<file path="src/pkg/wdog_pkg.sv">
//------------------------------------------------------------
// watchdog status and safe output constants
//------------------------------------------------------------
package wdog_pkg;

    // register byte offsets
    localparam logic [7:0] CTRL_OFFSET = 8'h00;
    localparam logic [7:0] STATUS_OFFSET = 8'h04;
    localparam logic [7:0] GLOBAL_OFFSET = 8'h08;
    localparam logic [7:0] SAFE_BASE_OFFSET = 8'h40;

    // field positions of the control, status and global words
    localparam int ENABLE_BIT = 28;
    localparam int SAFE_EN_BIT = 25;
    localparam int IRQ_BIT = 24;
    localparam int EXPIRED_BIT = 20;
    localparam int TICK_LSB = 16;
    localparam int COUNT_W = 16;
    localparam int ACK_MODE_BIT = 0;

    // values after reset
    localparam logic [31:0] CTRL_RESET = 32'h0000_0000;
    localparam logic [7:0] SAFE_RESET = 8'h00;
    localparam logic GLOBAL_RESET = 1'b0;

    // acknowledge modes of the global control word
    localparam logic ACK_ON_READ = 1'b0;
    localparam logic ACK_ON_WRITE = 1'b1;

    // tick period codes
    localparam logic [1:0] TICK_100NS = 2'h0;
    localparam logic [1:0] TICK_1US = 2'h1;
    localparam logic [1:0] TICK_1MS = 2'h2;
    localparam logic [1:0] TICK_60NS = 2'h3;

    // tick periods and their cycle counts at the system clock
    localparam int CLK_FREQ_MHZ = 50;
    localparam int T_100NS_NS = 100;
    localparam int T_1US_NS = 1000;
    localparam int T_1MS_NS = 1000000;
    localparam int T_60NS_NS = 60;
    localparam int CYC_100NS = T_100NS_NS * CLK_FREQ_MHZ / 1000;
    localparam int CYC_1US = T_1US_NS * CLK_FREQ_MHZ / 1000;
    localparam int CYC_1MS = T_1MS_NS * CLK_FREQ_MHZ / 1000;
    localparam int CYC_60NS = T_60NS_NS * CLK_FREQ_MHZ / 1000;

endpackage

</file>
<file path="src/hdl/wdog_safe_outputs.sv">
module wdog_safe_outputs #(
    parameter int NUM_PORTS = 16,
    parameter bit REDUCED_PORTS = 1'b0,
    parameter int MS_TICK_CYCLES = wdog_pkg::CYC_1MS
) (
    // clock and reset
    input wire logic ref_clk,
    input wire logic rstn,
    // apb slave
    input wire logic psel,
    input wire logic penable,
    input wire logic pwrite,
    input wire logic [7:0] paddr,
    input wire logic [31:0] pwdata,
    output logic [31:0] prdata,
    output logic pready,
    output logic pslverr,
    // port data path
    input wire logic [NUM_PORTS*8-1:0] port_out_data,
    output logic [NUM_PORTS*8-1:0] port_out,
    // expiry interrupt request
    output logic expiry_irq
);
    import wdog_pkg::*;

    //------------------------------------------------------------
    // elaboration checks
    //------------------------------------------------------------
    if (NUM_PORTS < 1 || NUM_PORTS > 16) begin : g_bad_ports
        $error("NUM_PORTS must lie between 1 and 16");
    end
    if (MS_TICK_CYCLES < 1 || MS_TICK_CYCLES > 65536) begin : g_bad_ms
        $error("MS_TICK_CYCLES must lie between 1 and 65536");
    end

    //------------------------------------------------------------
    // state
    //------------------------------------------------------------
    logic countdown_enable_q;
    logic safe_output_enable_q;
    logic expiry_irq_enable_q;
    logic [1:0] tick_period_select_q;
    logic [COUNT_W-1:0] countdown_start_value_q;
    logic irq_acknowledge_mode_q;
    logic [7:0] safe_output_register_q [NUM_PORTS];
    logic [COUNT_W-1:0] remaining_count_q;
    logic expired_indicator_q;
    logic expiry_irq_pending_q;
    logic enable_prev_q;
    logic [15:0] div_q;
    logic [31:0] prdata_q;
    logic [NUM_PORTS*8-1:0] port_out_q;

    logic setup_rd;
    logic access_done;
    logic hit_ctrl;
    logic hit_status;
    logic hit_global;
    logic hit_safe;
    logic [3:0] safe_idx;
    logic addr_hit;
    logic status_access;
    logic reload;
    logic tick;
    logic expiry_evt;
    logic ack_clear;
    logic takeover;
    logic [31:0] status_word;
    logic [31:0] ctrl_word;
    logic [31:0] read_mux;

    //------------------------------------------------------------
    // helper functions
    //------------------------------------------------------------
    // last divider value for a tick period code
    function automatic logic [15:0] tick_limit(input logic [1:0] code);
        logic [15:0] lim;
        lim = 16'(CYC_100NS - 1);
        if (code == TICK_1US) begin
            lim = 16'(CYC_1US - 1);
        end else if (code == TICK_1MS) begin
            lim = 16'(MS_TICK_CYCLES - 1);
        end else if (code == TICK_60NS) begin
            lim = 16'(CYC_60NS - 1);
        end
        return lim;
    endfunction

    // port 15 on the reduced build carries no register
    function automatic logic port_live(input int idx);
        return !(REDUCED_PORTS && idx == 15);
    endfunction

    //------------------------------------------------------------
    // apb decode and handshake
    //------------------------------------------------------------
    // address decode
    always_comb begin
        hit_ctrl = 1'b0;
        hit_status = 1'b0;
        hit_global = 1'b0;
        hit_safe = 1'b0;
        safe_idx = paddr[5:2];
        if (paddr == CTRL_OFFSET) begin
            hit_ctrl = 1'b1;
        end else if (paddr == STATUS_OFFSET) begin
            hit_status = 1'b1;
        end else if (paddr == GLOBAL_OFFSET) begin
            hit_global = 1'b1;
        end else if (paddr[7:6] == SAFE_BASE_OFFSET[7:6] &&
                     paddr[1:0] == 2'h0 &&
                     int'(paddr[5:2]) < NUM_PORTS) begin
            hit_safe = 1'b1;
        end
    end

    // no wait states: data is registered in the setup cycle
    assign addr_hit = hit_ctrl | hit_status | hit_global | hit_safe;
    assign setup_rd = psel & ~penable & ~pwrite;
    assign pready = psel & penable;
    assign pslverr = psel & penable & ~addr_hit;
    assign access_done = psel & penable & addr_hit;
    assign prdata = prdata_q;

    //------------------------------------------------------------
    // register words
    //------------------------------------------------------------
    // status word assembly, reserved bits left at zero
    always_comb begin
        status_word = 32'h0000_0000;
        status_word[ENABLE_BIT] = countdown_enable_q;
        status_word[SAFE_EN_BIT] = safe_output_enable_q;
        status_word[IRQ_BIT] = expiry_irq_pending_q;
        status_word[EXPIRED_BIT] = expired_indicator_q;
        status_word[TICK_LSB+1:TICK_LSB] =
            tick_period_select_q;
        status_word[COUNT_W-1:0] = remaining_count_q;
    end

    // control word readback
    always_comb begin
        ctrl_word = 32'h0000_0000;
        ctrl_word[ENABLE_BIT] = countdown_enable_q;
        ctrl_word[SAFE_EN_BIT] = safe_output_enable_q;
        ctrl_word[IRQ_BIT] = expiry_irq_enable_q;
        ctrl_word[TICK_LSB+1:TICK_LSB] = tick_period_select_q;
        ctrl_word[COUNT_W-1:0] = countdown_start_value_q;
    end

    // read multiplexer, unmapped reads return zero
    always_comb begin
        read_mux = 32'h0000_0000;
        if (hit_ctrl) begin
            read_mux = ctrl_word;
        end else if (hit_status) begin
            read_mux = status_word;
        end else if (hit_global) begin
            read_mux[ACK_MODE_BIT] = irq_acknowledge_mode_q;
        end else if (hit_safe && port_live(int'(safe_idx))) begin
            read_mux[7:0] = safe_output_register_q[safe_idx];
        end
    end

    // read data register
    always_ff @(posedge ref_clk or negedge rstn) begin
        if (!rstn) begin
            prdata_q <= 32'h0000_0000;
        end else if (setup_rd) begin
            prdata_q <= read_mux;
        end
    end

    // control word
    always_ff @(posedge ref_clk or negedge rstn) begin
        if (!rstn) begin
            countdown_enable_q <= CTRL_RESET[ENABLE_BIT];
            safe_output_enable_q <= CTRL_RESET[SAFE_EN_BIT];
            expiry_irq_enable_q <= CTRL_RESET[IRQ_BIT];
            tick_period_select_q <= CTRL_RESET[TICK_LSB+1:TICK_LSB];
            countdown_start_value_q <= CTRL_RESET[COUNT_W-1:0];
        end else if (access_done && pwrite && hit_ctrl) begin
            countdown_enable_q <= pwdata[ENABLE_BIT];
            safe_output_enable_q <= pwdata[SAFE_EN_BIT];
            expiry_irq_enable_q <= pwdata[IRQ_BIT];
            tick_period_select_q <= pwdata[TICK_LSB+1:TICK_LSB];
            countdown_start_value_q <= pwdata[COUNT_W-1:0];
        end
    end

    // global control word: acknowledge mode
    always_ff @(posedge ref_clk or negedge rstn) begin
        if (!rstn) begin
            irq_acknowledge_mode_q <= GLOBAL_RESET;
        end else if (access_done && pwrite && hit_global) begin
            irq_acknowledge_mode_q <= pwdata[ACK_MODE_BIT];
        end
    end

    // safe output registers, writable at any time
    always_ff @(posedge ref_clk or negedge rstn) begin
        if (!rstn) begin
            for (int i = 0; i < NUM_PORTS; i++) begin
                safe_output_register_q[i] <= SAFE_RESET;
            end
        end else if (access_done && pwrite && hit_safe &&
                     port_live(int'(safe_idx))) begin
            safe_output_register_q[safe_idx] <= pwdata[7:0];
        end
    end

    //------------------------------------------------------------
    // countdown
    //------------------------------------------------------------
    // retrigger on any status access, read or write
    assign status_access = access_done & hit_status;
    assign reload = status_access | (countdown_enable_q & ~enable_prev_q);

    // enable edge tracker
    always_ff @(posedge ref_clk or negedge rstn) begin
        if (!rstn) begin
            enable_prev_q <= 1'b0;
        end else begin
            enable_prev_q <= countdown_enable_q;
        end
    end

    // tick divider, restarted with every reload
    assign tick = countdown_enable_q & ~reload &
                  (div_q >= tick_limit(tick_period_select_q));

    always_ff @(posedge ref_clk or negedge rstn) begin
        if (!rstn) begin
            div_q <= 16'h0000;
        end else if (!countdown_enable_q || reload || tick) begin
            div_q <= 16'h0000;
        end else begin
            div_q <= div_q + 16'h0001;
        end
    end

    // remaining count
    always_ff @(posedge ref_clk or negedge rstn) begin
        if (!rstn) begin
            remaining_count_q <= '0;
        end else if (reload) begin
            remaining_count_q <= countdown_start_value_q;
        end else if (tick && remaining_count_q != '0) begin
            remaining_count_q <= remaining_count_q - 1'b1;
        end
    end

    // expiry when the enabled count stands at zero
    assign expiry_evt = countdown_enable_q & ~reload & ~expired_indicator_q &
                        (remaining_count_q == '0);

    // expired flag, cleared by retrigger or disable
    always_ff @(posedge ref_clk or negedge rstn) begin
        if (!rstn) begin
            expired_indicator_q <= 1'b0;
        end else if (expiry_evt) begin
            expired_indicator_q <= 1'b1;
        end else if (reload || !countdown_enable_q) begin
            expired_indicator_q <= 1'b0;
        end
    end

    // acknowledge per selected mode
    assign ack_clear = status_access &
        ((irq_acknowledge_mode_q == ACK_ON_READ && !pwrite) ||
         (irq_acknowledge_mode_q == ACK_ON_WRITE && pwrite &&
          pwdata[IRQ_BIT]));

    // pending interrupt, a new expiry wins over a clear
    always_ff @(posedge ref_clk or negedge rstn) begin
        if (!rstn) begin
            expiry_irq_pending_q <= 1'b0;
        end else if (expiry_evt && expiry_irq_enable_q) begin
            expiry_irq_pending_q <= 1'b1;
        end else if (ack_clear) begin
            expiry_irq_pending_q <= 1'b0;
        end
    end

    assign expiry_irq = expiry_irq_pending_q;

    //------------------------------------------------------------
    // output takeover
    //------------------------------------------------------------
    assign takeover = expired_indicator_q & safe_output_enable_q;

    // registered port outputs
    always_ff @(posedge ref_clk or negedge rstn) begin
        if (!rstn) begin
            port_out_q <= '0;
        end else begin
            for (int i = 0; i < NUM_PORTS; i++) begin
                if (takeover && port_live(i)) begin
                    port_out_q[i*8 +: 8] <= safe_output_register_q[i];
                end else begin
                    port_out_q[i*8 +: 8] <= port_out_data[i*8 +: 8];
                end
            end
        end
    end

    assign port_out = port_out_q;
endmodule // wdog_safe_outputs

</file>
<file path="config.mk">
export PLATFORM = sky130hd
export DESIGN_NAME = wdog_safe_outputs
export DESIGN_NICKNAME = d
export VERILOG_FILES = /design/src/pkg/wdog_pkg.sv /design/src/hdl/wdog_safe_outputs.sv
export SDC_FILE = /design/constraint.sdc
export NUM_CORES = 1
export LEC_CHECK = 0
export BUFFER_PORTS_ARGS = -buffer_cell sky130_fd_sc_hd__clkbuf_2
export CORE_ASPECT_RATIO = 1.2
export CORE_MARGIN = 1
export CORE_UTILIZATION = 34
export DETAILED_ROUTE_END_ITERATION = 10
export SYNTH_ARGS = -nofsm -noshare
export SYNTH_HDL_FRONTEND = slang
export SYNTH_SLANG_ARGS = --single-unit
</file>
<file path="constraint.sdc">
create_clock -name ref_clk -period 3.02 [get_ports ref_clk]
set_clock_uncertainty 0.1 [all_clocks]
set_input_delay 0.302 -clock ref_clk [delete_from_list [all_inputs] [get_ports ref_clk]]
set_output_delay 0.302 -clock ref_clk [all_outputs]
set_load 0.01 [all_outputs]
</file>
== Yosys cells after proc, flatten, opt, wreduce, memory -nomap -nowiden ==
Index checks and enable logic that the tools add are counted.

* Latch bits: 0
* Memory bits (writable): 0
* Bits in read-only memories: 0
* Memories kept: 0
* Bits in registers: 345
* Word-level logic and storage cells: 136
* Input port bits: 173
* Output and inout port bits: 163

* Equality and inequality tests: 6
* Reduce and logical (&&, ||, !) cells: 23
* Shifts and indexed selects: 0
* Multiplexer cells: 48
* Order comparisons: 3
* $mul: 0
* Bitwise operators: 25
* Divide/modulo/power cells: 0
* $add $sub $neg: 2

{| class="wikitable"
|+ Operators by type and width
! operator !! number
|-
| $mux W8 || 21
|-
| $bwmux W128 || 1
|-
| $mux W16 || 5
|-
| $bmux W8 S4 || 1
|-
| $demux W8 S4 || 1
|-
| $mux W32 || 1
|-
| $mux W21 || 1
|-
| $add A16 B1 Y16 const B || 1
|-
| $ge A16 B16 Y1 || 1
|-
| $logic_not A16 Y1 || 1
|-
| $reduce_bool A16 Y1 || 1
|-
| $sub A16 B1 Y16 const B || 1
|-
| $mux W1 || 15
|-
| $and A1 B1 Y1 || 13
|-
| $logic_and A1 B1 Y1 || 11
|-
| $eq A8 B3 Y1 const B || 1
|-
| $eq A8 B4 Y1 const B || 1
|-
| $logic_not A8 Y1 || 1
|-
| $mux W7 || 1
|-
| $not A1 Y1 || 7
|-
| $reduce_bool A2 Y1 || 3
|-
| $ge A5 B5 Y1 const B || 1
|-
| $lt A5 B1 Y1 const B || 1
|-
| $not A4 Y5 || 1
|-
| 7 further kinds || 15
|}

== Logic depth before layout (Yosys ltp) ==
* Word-level depth: 16
* Gate-level depth with buffers: 11
* Mapped depth without buffers: 9

== Worst setup path before layout ==
OpenSTA, ideal clock, no wires.

* Kind: reg2reg
* From: register tick_period_select_q[1]
* To: register remaining_count_q[5]
* Path slack: 0.423 ns
* Buffers on the path: 1
* Stages on the path, launching flop included: 11
* Clock period less this slack: 2.597 ns
* Data arrival time: 2.428 ns
* Data required time: 2.851 ns
* Library setup time: 0.069 ns
* Cells stage by stage: dfrtp_1 inv_1 ha_1 or2_2 ha_1 o211ai_1 o211ai_1 a311oi_4 buf_6 or4_1 nand3_1

* Cells in the longest elaborated chain, start to end: 8
* Elaborated cells between the ends (all ways): 10
* Classes of those cells: order compare (1); eq/ne (3); mux (3); bitwise (1); reduce/logical (2)

{| class="wikitable"
|+ RTL lines
! element !! RTL line !! RTL
|-
| from (decl) || wdog_safe_outputs.sv:42 || <nowiki>logic [1:0] tick_period_select_q;</nowiki>
|-
| from (signal assigned) || wdog_safe_outputs.sv:179 || <nowiki>tick_period_select_q <= CTRL_RESET[TICK_LSB+1:TICK_LSB];</nowiki>
|-
| from (signal assigned) || wdog_safe_outputs.sv:185 || <nowiki>tick_period_select_q <= pwdata[TICK_LSB+1:TICK_LSB];</nowiki>
|-
| $eq A2 B2 Y1 || wdog_safe_outputs.sv:83 || <nowiki>end else if (code == TICK_60NS) begin</nowiki>
|-
| $mux W3 || wdog_safe_outputs.sv:83 ||
|-
| $mux W16 || wdog_safe_outputs.sv:81 || <nowiki>end else if (code == TICK_1MS) begin</nowiki>
|-
| $mux W16 * || wdog_safe_outputs.sv:79 || <nowiki>if (code == TICK_1US) begin</nowiki>
|-
| $ge A16 B16 Y1 * || wdog_safe_outputs.sv:229 || <nowiki>(div_q >= tick_limit(tick_period_select_q));</nowiki>
|-
| $and A1 B1 Y1 * || wdog_safe_outputs.sv:228 || <nowiki>assign tick = countdown_enable_q & ~reload &</nowiki>
|-
| $logic_and A1 B1 Y1 * || wdog_safe_outputs.sv:247 || <nowiki>end else if (tick && remaining_count_q != '0) begin</nowiki>
|-
| $reduce_bool A2 Y1 (no line) * || n/a ||
|-
| to (signal assigned) || wdog_safe_outputs.sv:246 || <nowiki>remaining_count_q <= countdown_start_value_q;</nowiki>
|-
| to (signal assigned) || wdog_safe_outputs.sv:248 || <nowiki>remaining_count_q <= remaining_count_q - 1'b1;</nowiki>
|-
| to (decl) || wdog_safe_outputs.sv:46 || <nowiki>logic [COUNT_W-1:0] remaining_count_q;</nowiki>
|}

Every way passes the cells marked *; elsewhere a longest branch is shown, timed or not.
A chain may end at the register's enable or synchronous reset.

== Final worst setup path ==
* From: register tick_period_select_q[1]
* To: register remaining_count_q[2]

The elaborated chain is that of the path after synthesis.

==> impl_metrics.json <==
{
  "outcome": "finished, final reports clean",
  "crit_type": "register to register",
  "detailroute.via_count": 10571,
  "worstPathRequired_ns": 3.39,
  "grt_use_total_pct": 20.3,
  "clock_sinks": 335,
  "synth.yosys.warnings": 0,
  "critPathMaxFanout": 6,
  "crit_arrival_ns": 3.24,
  "synthDominantCellAreaShare_pct": 56.7,
  "detail-route-antenna-nets": 0,
  "layout_commonest_cell": "sky130_fd_sc_hd__dfrtp_1",
  "register_bit_total_from_synthesis": 335,
  "layout_cell_share_with_drive_strength_beyond_1_pct": 43.9,
  "power.density_cell_area_mw_per_mm2": 531,
  "asyncSetResetFlopFracSynth_pct": 100,
  "power_mw": 10.6,
  "antenna_found_initial": 4,
  "cp-start-kind": "register",
  "regToRegSetupSlack_ns": 0.15,
  "post_synth_instance_area_mm2": 0.0148,
  "synthToLayoutAreaGrowth_pct": 34.7,
  "finalHoldViolCount": 0,
  "fmaxAchievable_ghz": 0.349,
  "rsz_0062_raised_after_global_routing": "false",
  "i_o_pin_cnt": 336,
  "finalCriticalPeriod_ns": 2.87,
  "drt_iter0_drc": 332,
  "grt_start_max_net_pins": 81,
  "clock_insertion_delay_worst_skew_ns": 0.55,
  "final_cell_count_no_fill": 2103,
  "die_height_um": 230,
  "p_leak_nw": 9.52,
  "wire_length_per_cell_after_detailed_routing_um": 21.1,
  "max-clock-path-buffers": 3,
  "synth_sequential_area_ratio_pct": 56.7,
  "timing.rr.start": "tick_period_select_q[1]$_DFFE_PN0P_",
  "fin_worst_hold_slack_ns": 0.140,
  "endpoint_kind": "register",
  "ir_worst_vdd_mv": 0.360,
  "critPathLaunch": "tick_period_select_q[1]$_DFFE_PN0P_",
  "clk_transition_reported_paths_ns": 0.06,
  "num-nets-final": 1711,
  "post-route-drc-count": 0,
  "post_synth_main_area_contributors": "sky130_fd_sc_hd__dfrtp_1 57%, sky130_fd_sc_hd__mux2_2 15%, sky130_fd_sc_hd__mux2_1 6.4%",
  "synth_area_leader_cell": "sky130_fd_sc_hd__dfrtp_1",
  "floorplan.core_area_mm2": 0.0428,
  "period_share_pct": 95.0,
  "tritoncts.num_buffers": 38,
  "initial_utilization_pct": 34.5,
  "drv_slew": 0,
  "synthDistinctLibCells": 63,
  "edff_count_synth": 0,
  "layout.cells.most_common_list": "335 x sky130_fd_sc_hd__dfrtp_1, 312 x sky130_fd_sc_hd__clkbuf_2, 194 x sky130_fd_sc_hd__mux2_2, 142 x sky130_fd_sc_hd__dlygate4sd3_1, 84 x sky130_fd_sc_hd__mux2_1",
  "io_buffers": 314,
  "max_cap_violation_count": 0,
  "cts_tree": "done",
  "postSynthAreaPerCell_um2": 14.2,
  "grt_pass1_wl_um": 66700,
  "synth_instances": 1037,
  "post_drt_via_cell_ratio": 5.03,
  "clock-root-buffer": "sky130_fd_sc_hd__clkbuf_16",
  "weighted_congestion_reported_at_the_end_of_routability_driven_placement": 0.832,
  "place_hpwl_um": 30800,
  "grt_remaining_overflow": 0,
  "layout.core_utilization_pct": 46.5,
  "fp.dieArea_mm2": 0.0443,
  "holdCritPathClass": "input pin to register",
  "synthFlopType": "sky130_fd_sc_hd__dfrtp_1",
  "worst_slew_margin_relative_to_its_limit_pct": 39.6,
  "place.detailed.instances": 1885,
  "totalWireLength_um": 44300,
  "clock_tree.htree_level_count": 2,
  "timing.setup.tns_ns": 0,
  "drtPass1Iterations": 5,
  "timing_worst_slew_pin_value_ns": 0.904,
  "floorplan.die.width_um": 192,
  "setup-violations-final": 0,
  "number_of_global_route_vias_before_repair": 10974,
  "hp-start": "pwrite",
  "row_count": 83
}
sequential cells by signal, indices dropped and copies added (netlist names), 2 cells and up:
register,flops
countdown_start_value_q,16
safe_output_register_q,128
remaining_count_q,16
prdata,22
tick_period_select_q,2
div_q,16
port_out,128
cells by family (layout without fill, tap and decap cells):
family,count (synthesis),after routing,synth area share (%)
flops,335,335,56.7
mux,319,319,27.4
simple gates,189,189,6.77
compound gates,84,84,4.47
buf+inv,79,581,2.46
fa+ha+maj,16,16,1.36
xor+xnor,14,14,0.830
other cells,1,13,0.0254
worst paths after layout:
kind,to,cells past startpoint
max,remaining_count_q[2]$_DFFE_PN0P_,10
min,expiry_irq$_DFFE_PN0P_,5
max in group asynchronous,safe_output_register_q[98]$_DFFE_PN0P_,4
min in group asynchronous,port_out[1]$_DFF_PN0_,2
max reg2reg,remaining_count_q[2]$_DFFE_PN0P_,10
min reg2reg,prdata[20]$_DFFE_PN0P_,2
cells in the mapped netlist, types with 4 or more instances:
cell type	instances
sky130_fd_sc_hd__dfrtp_1	335
sky130_fd_sc_hd__mux2_2	194
sky130_fd_sc_hd__mux2_1	84
sky130_fd_sc_hd__nor2_1	60
sky130_fd_sc_hd__clkbuf_1	42
sky130_fd_sc_hd__mux4_2	40
sky130_fd_sc_hd__nand2_1	31
sky130_fd_sc_hd__nand3_1	18
sky130_fd_sc_hd__a221oi_1	17
sky130_fd_sc_hd__ha_1	16
sky130_fd_sc_hd__a31oi_1	13
sky130_fd_sc_hd__inv_1	13
sky130_fd_sc_hd__buf_2	11
sky130_fd_sc_hd__buf_4	10
sky130_fd_sc_hd__or4_1	10
sky130_fd_sc_hd__xor2_1	10
sky130_fd_sc_hd__a21oi_1	9
sky130_fd_sc_hd__nor2_2	9
sky130_fd_sc_hd__o31ai_1	9
sky130_fd_sc_hd__and2_1	7
sky130_fd_sc_hd__nand4_1	7
sky130_fd_sc_hd__nor3_1	7
sky130_fd_sc_hd__or3_1	7
sky130_fd_sc_hd__a22o_1	6
sky130_fd_sc_hd__nand2b_1	5
sky130_fd_sc_hd__a211oi_1	4
sky130_fd_sc_hd__nor2b_1	4
sky130_fd_sc_hd__o21ai_0	4
sky130_fd_sc_hd__xnor2_1	4
routing by layer:
layer / global-route usage, % / vias to the layer above / share of wire, % / wire (um)
met5: 0 / - / 0.059 / 26
met4: 6.96 / 4 / 2.8 / 1260
met3: 3.24 / 72 / 4.5 / 2010
met2: 34.3 / 311 / 50 / 22000
met1: 26.1 / 5405 / 43 / 19100
li1: - / 4779 / - / -
final cells by class:
type	count	area [um^2]
well taps	552	691
clock buffers	51	1050
clock inverters	15	189
inverters	13	48.8
multi-input cells	632	6100
flip-flops and latches	335	8380
diodes	3	7.51
repair buffers	502	3430
fillers	3828	22900
power by group:
group / total [mW] / internal (mW) / switching [mW]
Combinational: 1.03 / 0.513 / 0.515
Sequential: 4.84 / 4.69 / 0.151
Clock: 4.69 / 2.79 / 1.90
Total: 10.6 / 7.99 / 2.57
through the flow:
stage / worst slack [ns] / cell area, um^2
3_3_place_gp: 0.148 / 17200
2_1_floorplan: 0.423 / 14800
3_5_place_dp: 0.145 / 17200
4_1_cts: 0.104 / 19800
6_report: 0.152 / 19900
5_1_grt: 0.0419 / 19900
timing repair:
action	CTS	global route
setup endpoints to repair	0	6
hold buffers	142	0
endpoints found under the hold margin	206	0
gates resized for setup	0	7
setup buffers	0	5
critical path: stages, from the launching register on:
cell                       delay [ns]
sky130_fd_sc_hd__dfrtp_1         0.42
sky130_fd_sc_hd__inv_2           0.06
sky130_fd_sc_hd__ha_2            0.18
sky130_fd_sc_hd__or2_4           0.26
sky130_fd_sc_hd__ha_4            0.26
sky130_fd_sc_hd__o211ai_1        0.08
sky130_fd_sc_hd__o211ai_1        0.33
sky130_fd_sc_hd__a311oi_4        0.22
sky130_fd_sc_hd__buf_6           0.19
sky130_fd_sc_hd__or4_1           0.49
sky130_fd_sc_hd__a31oi_1         0.20
(Power assumes the default switching activity.)
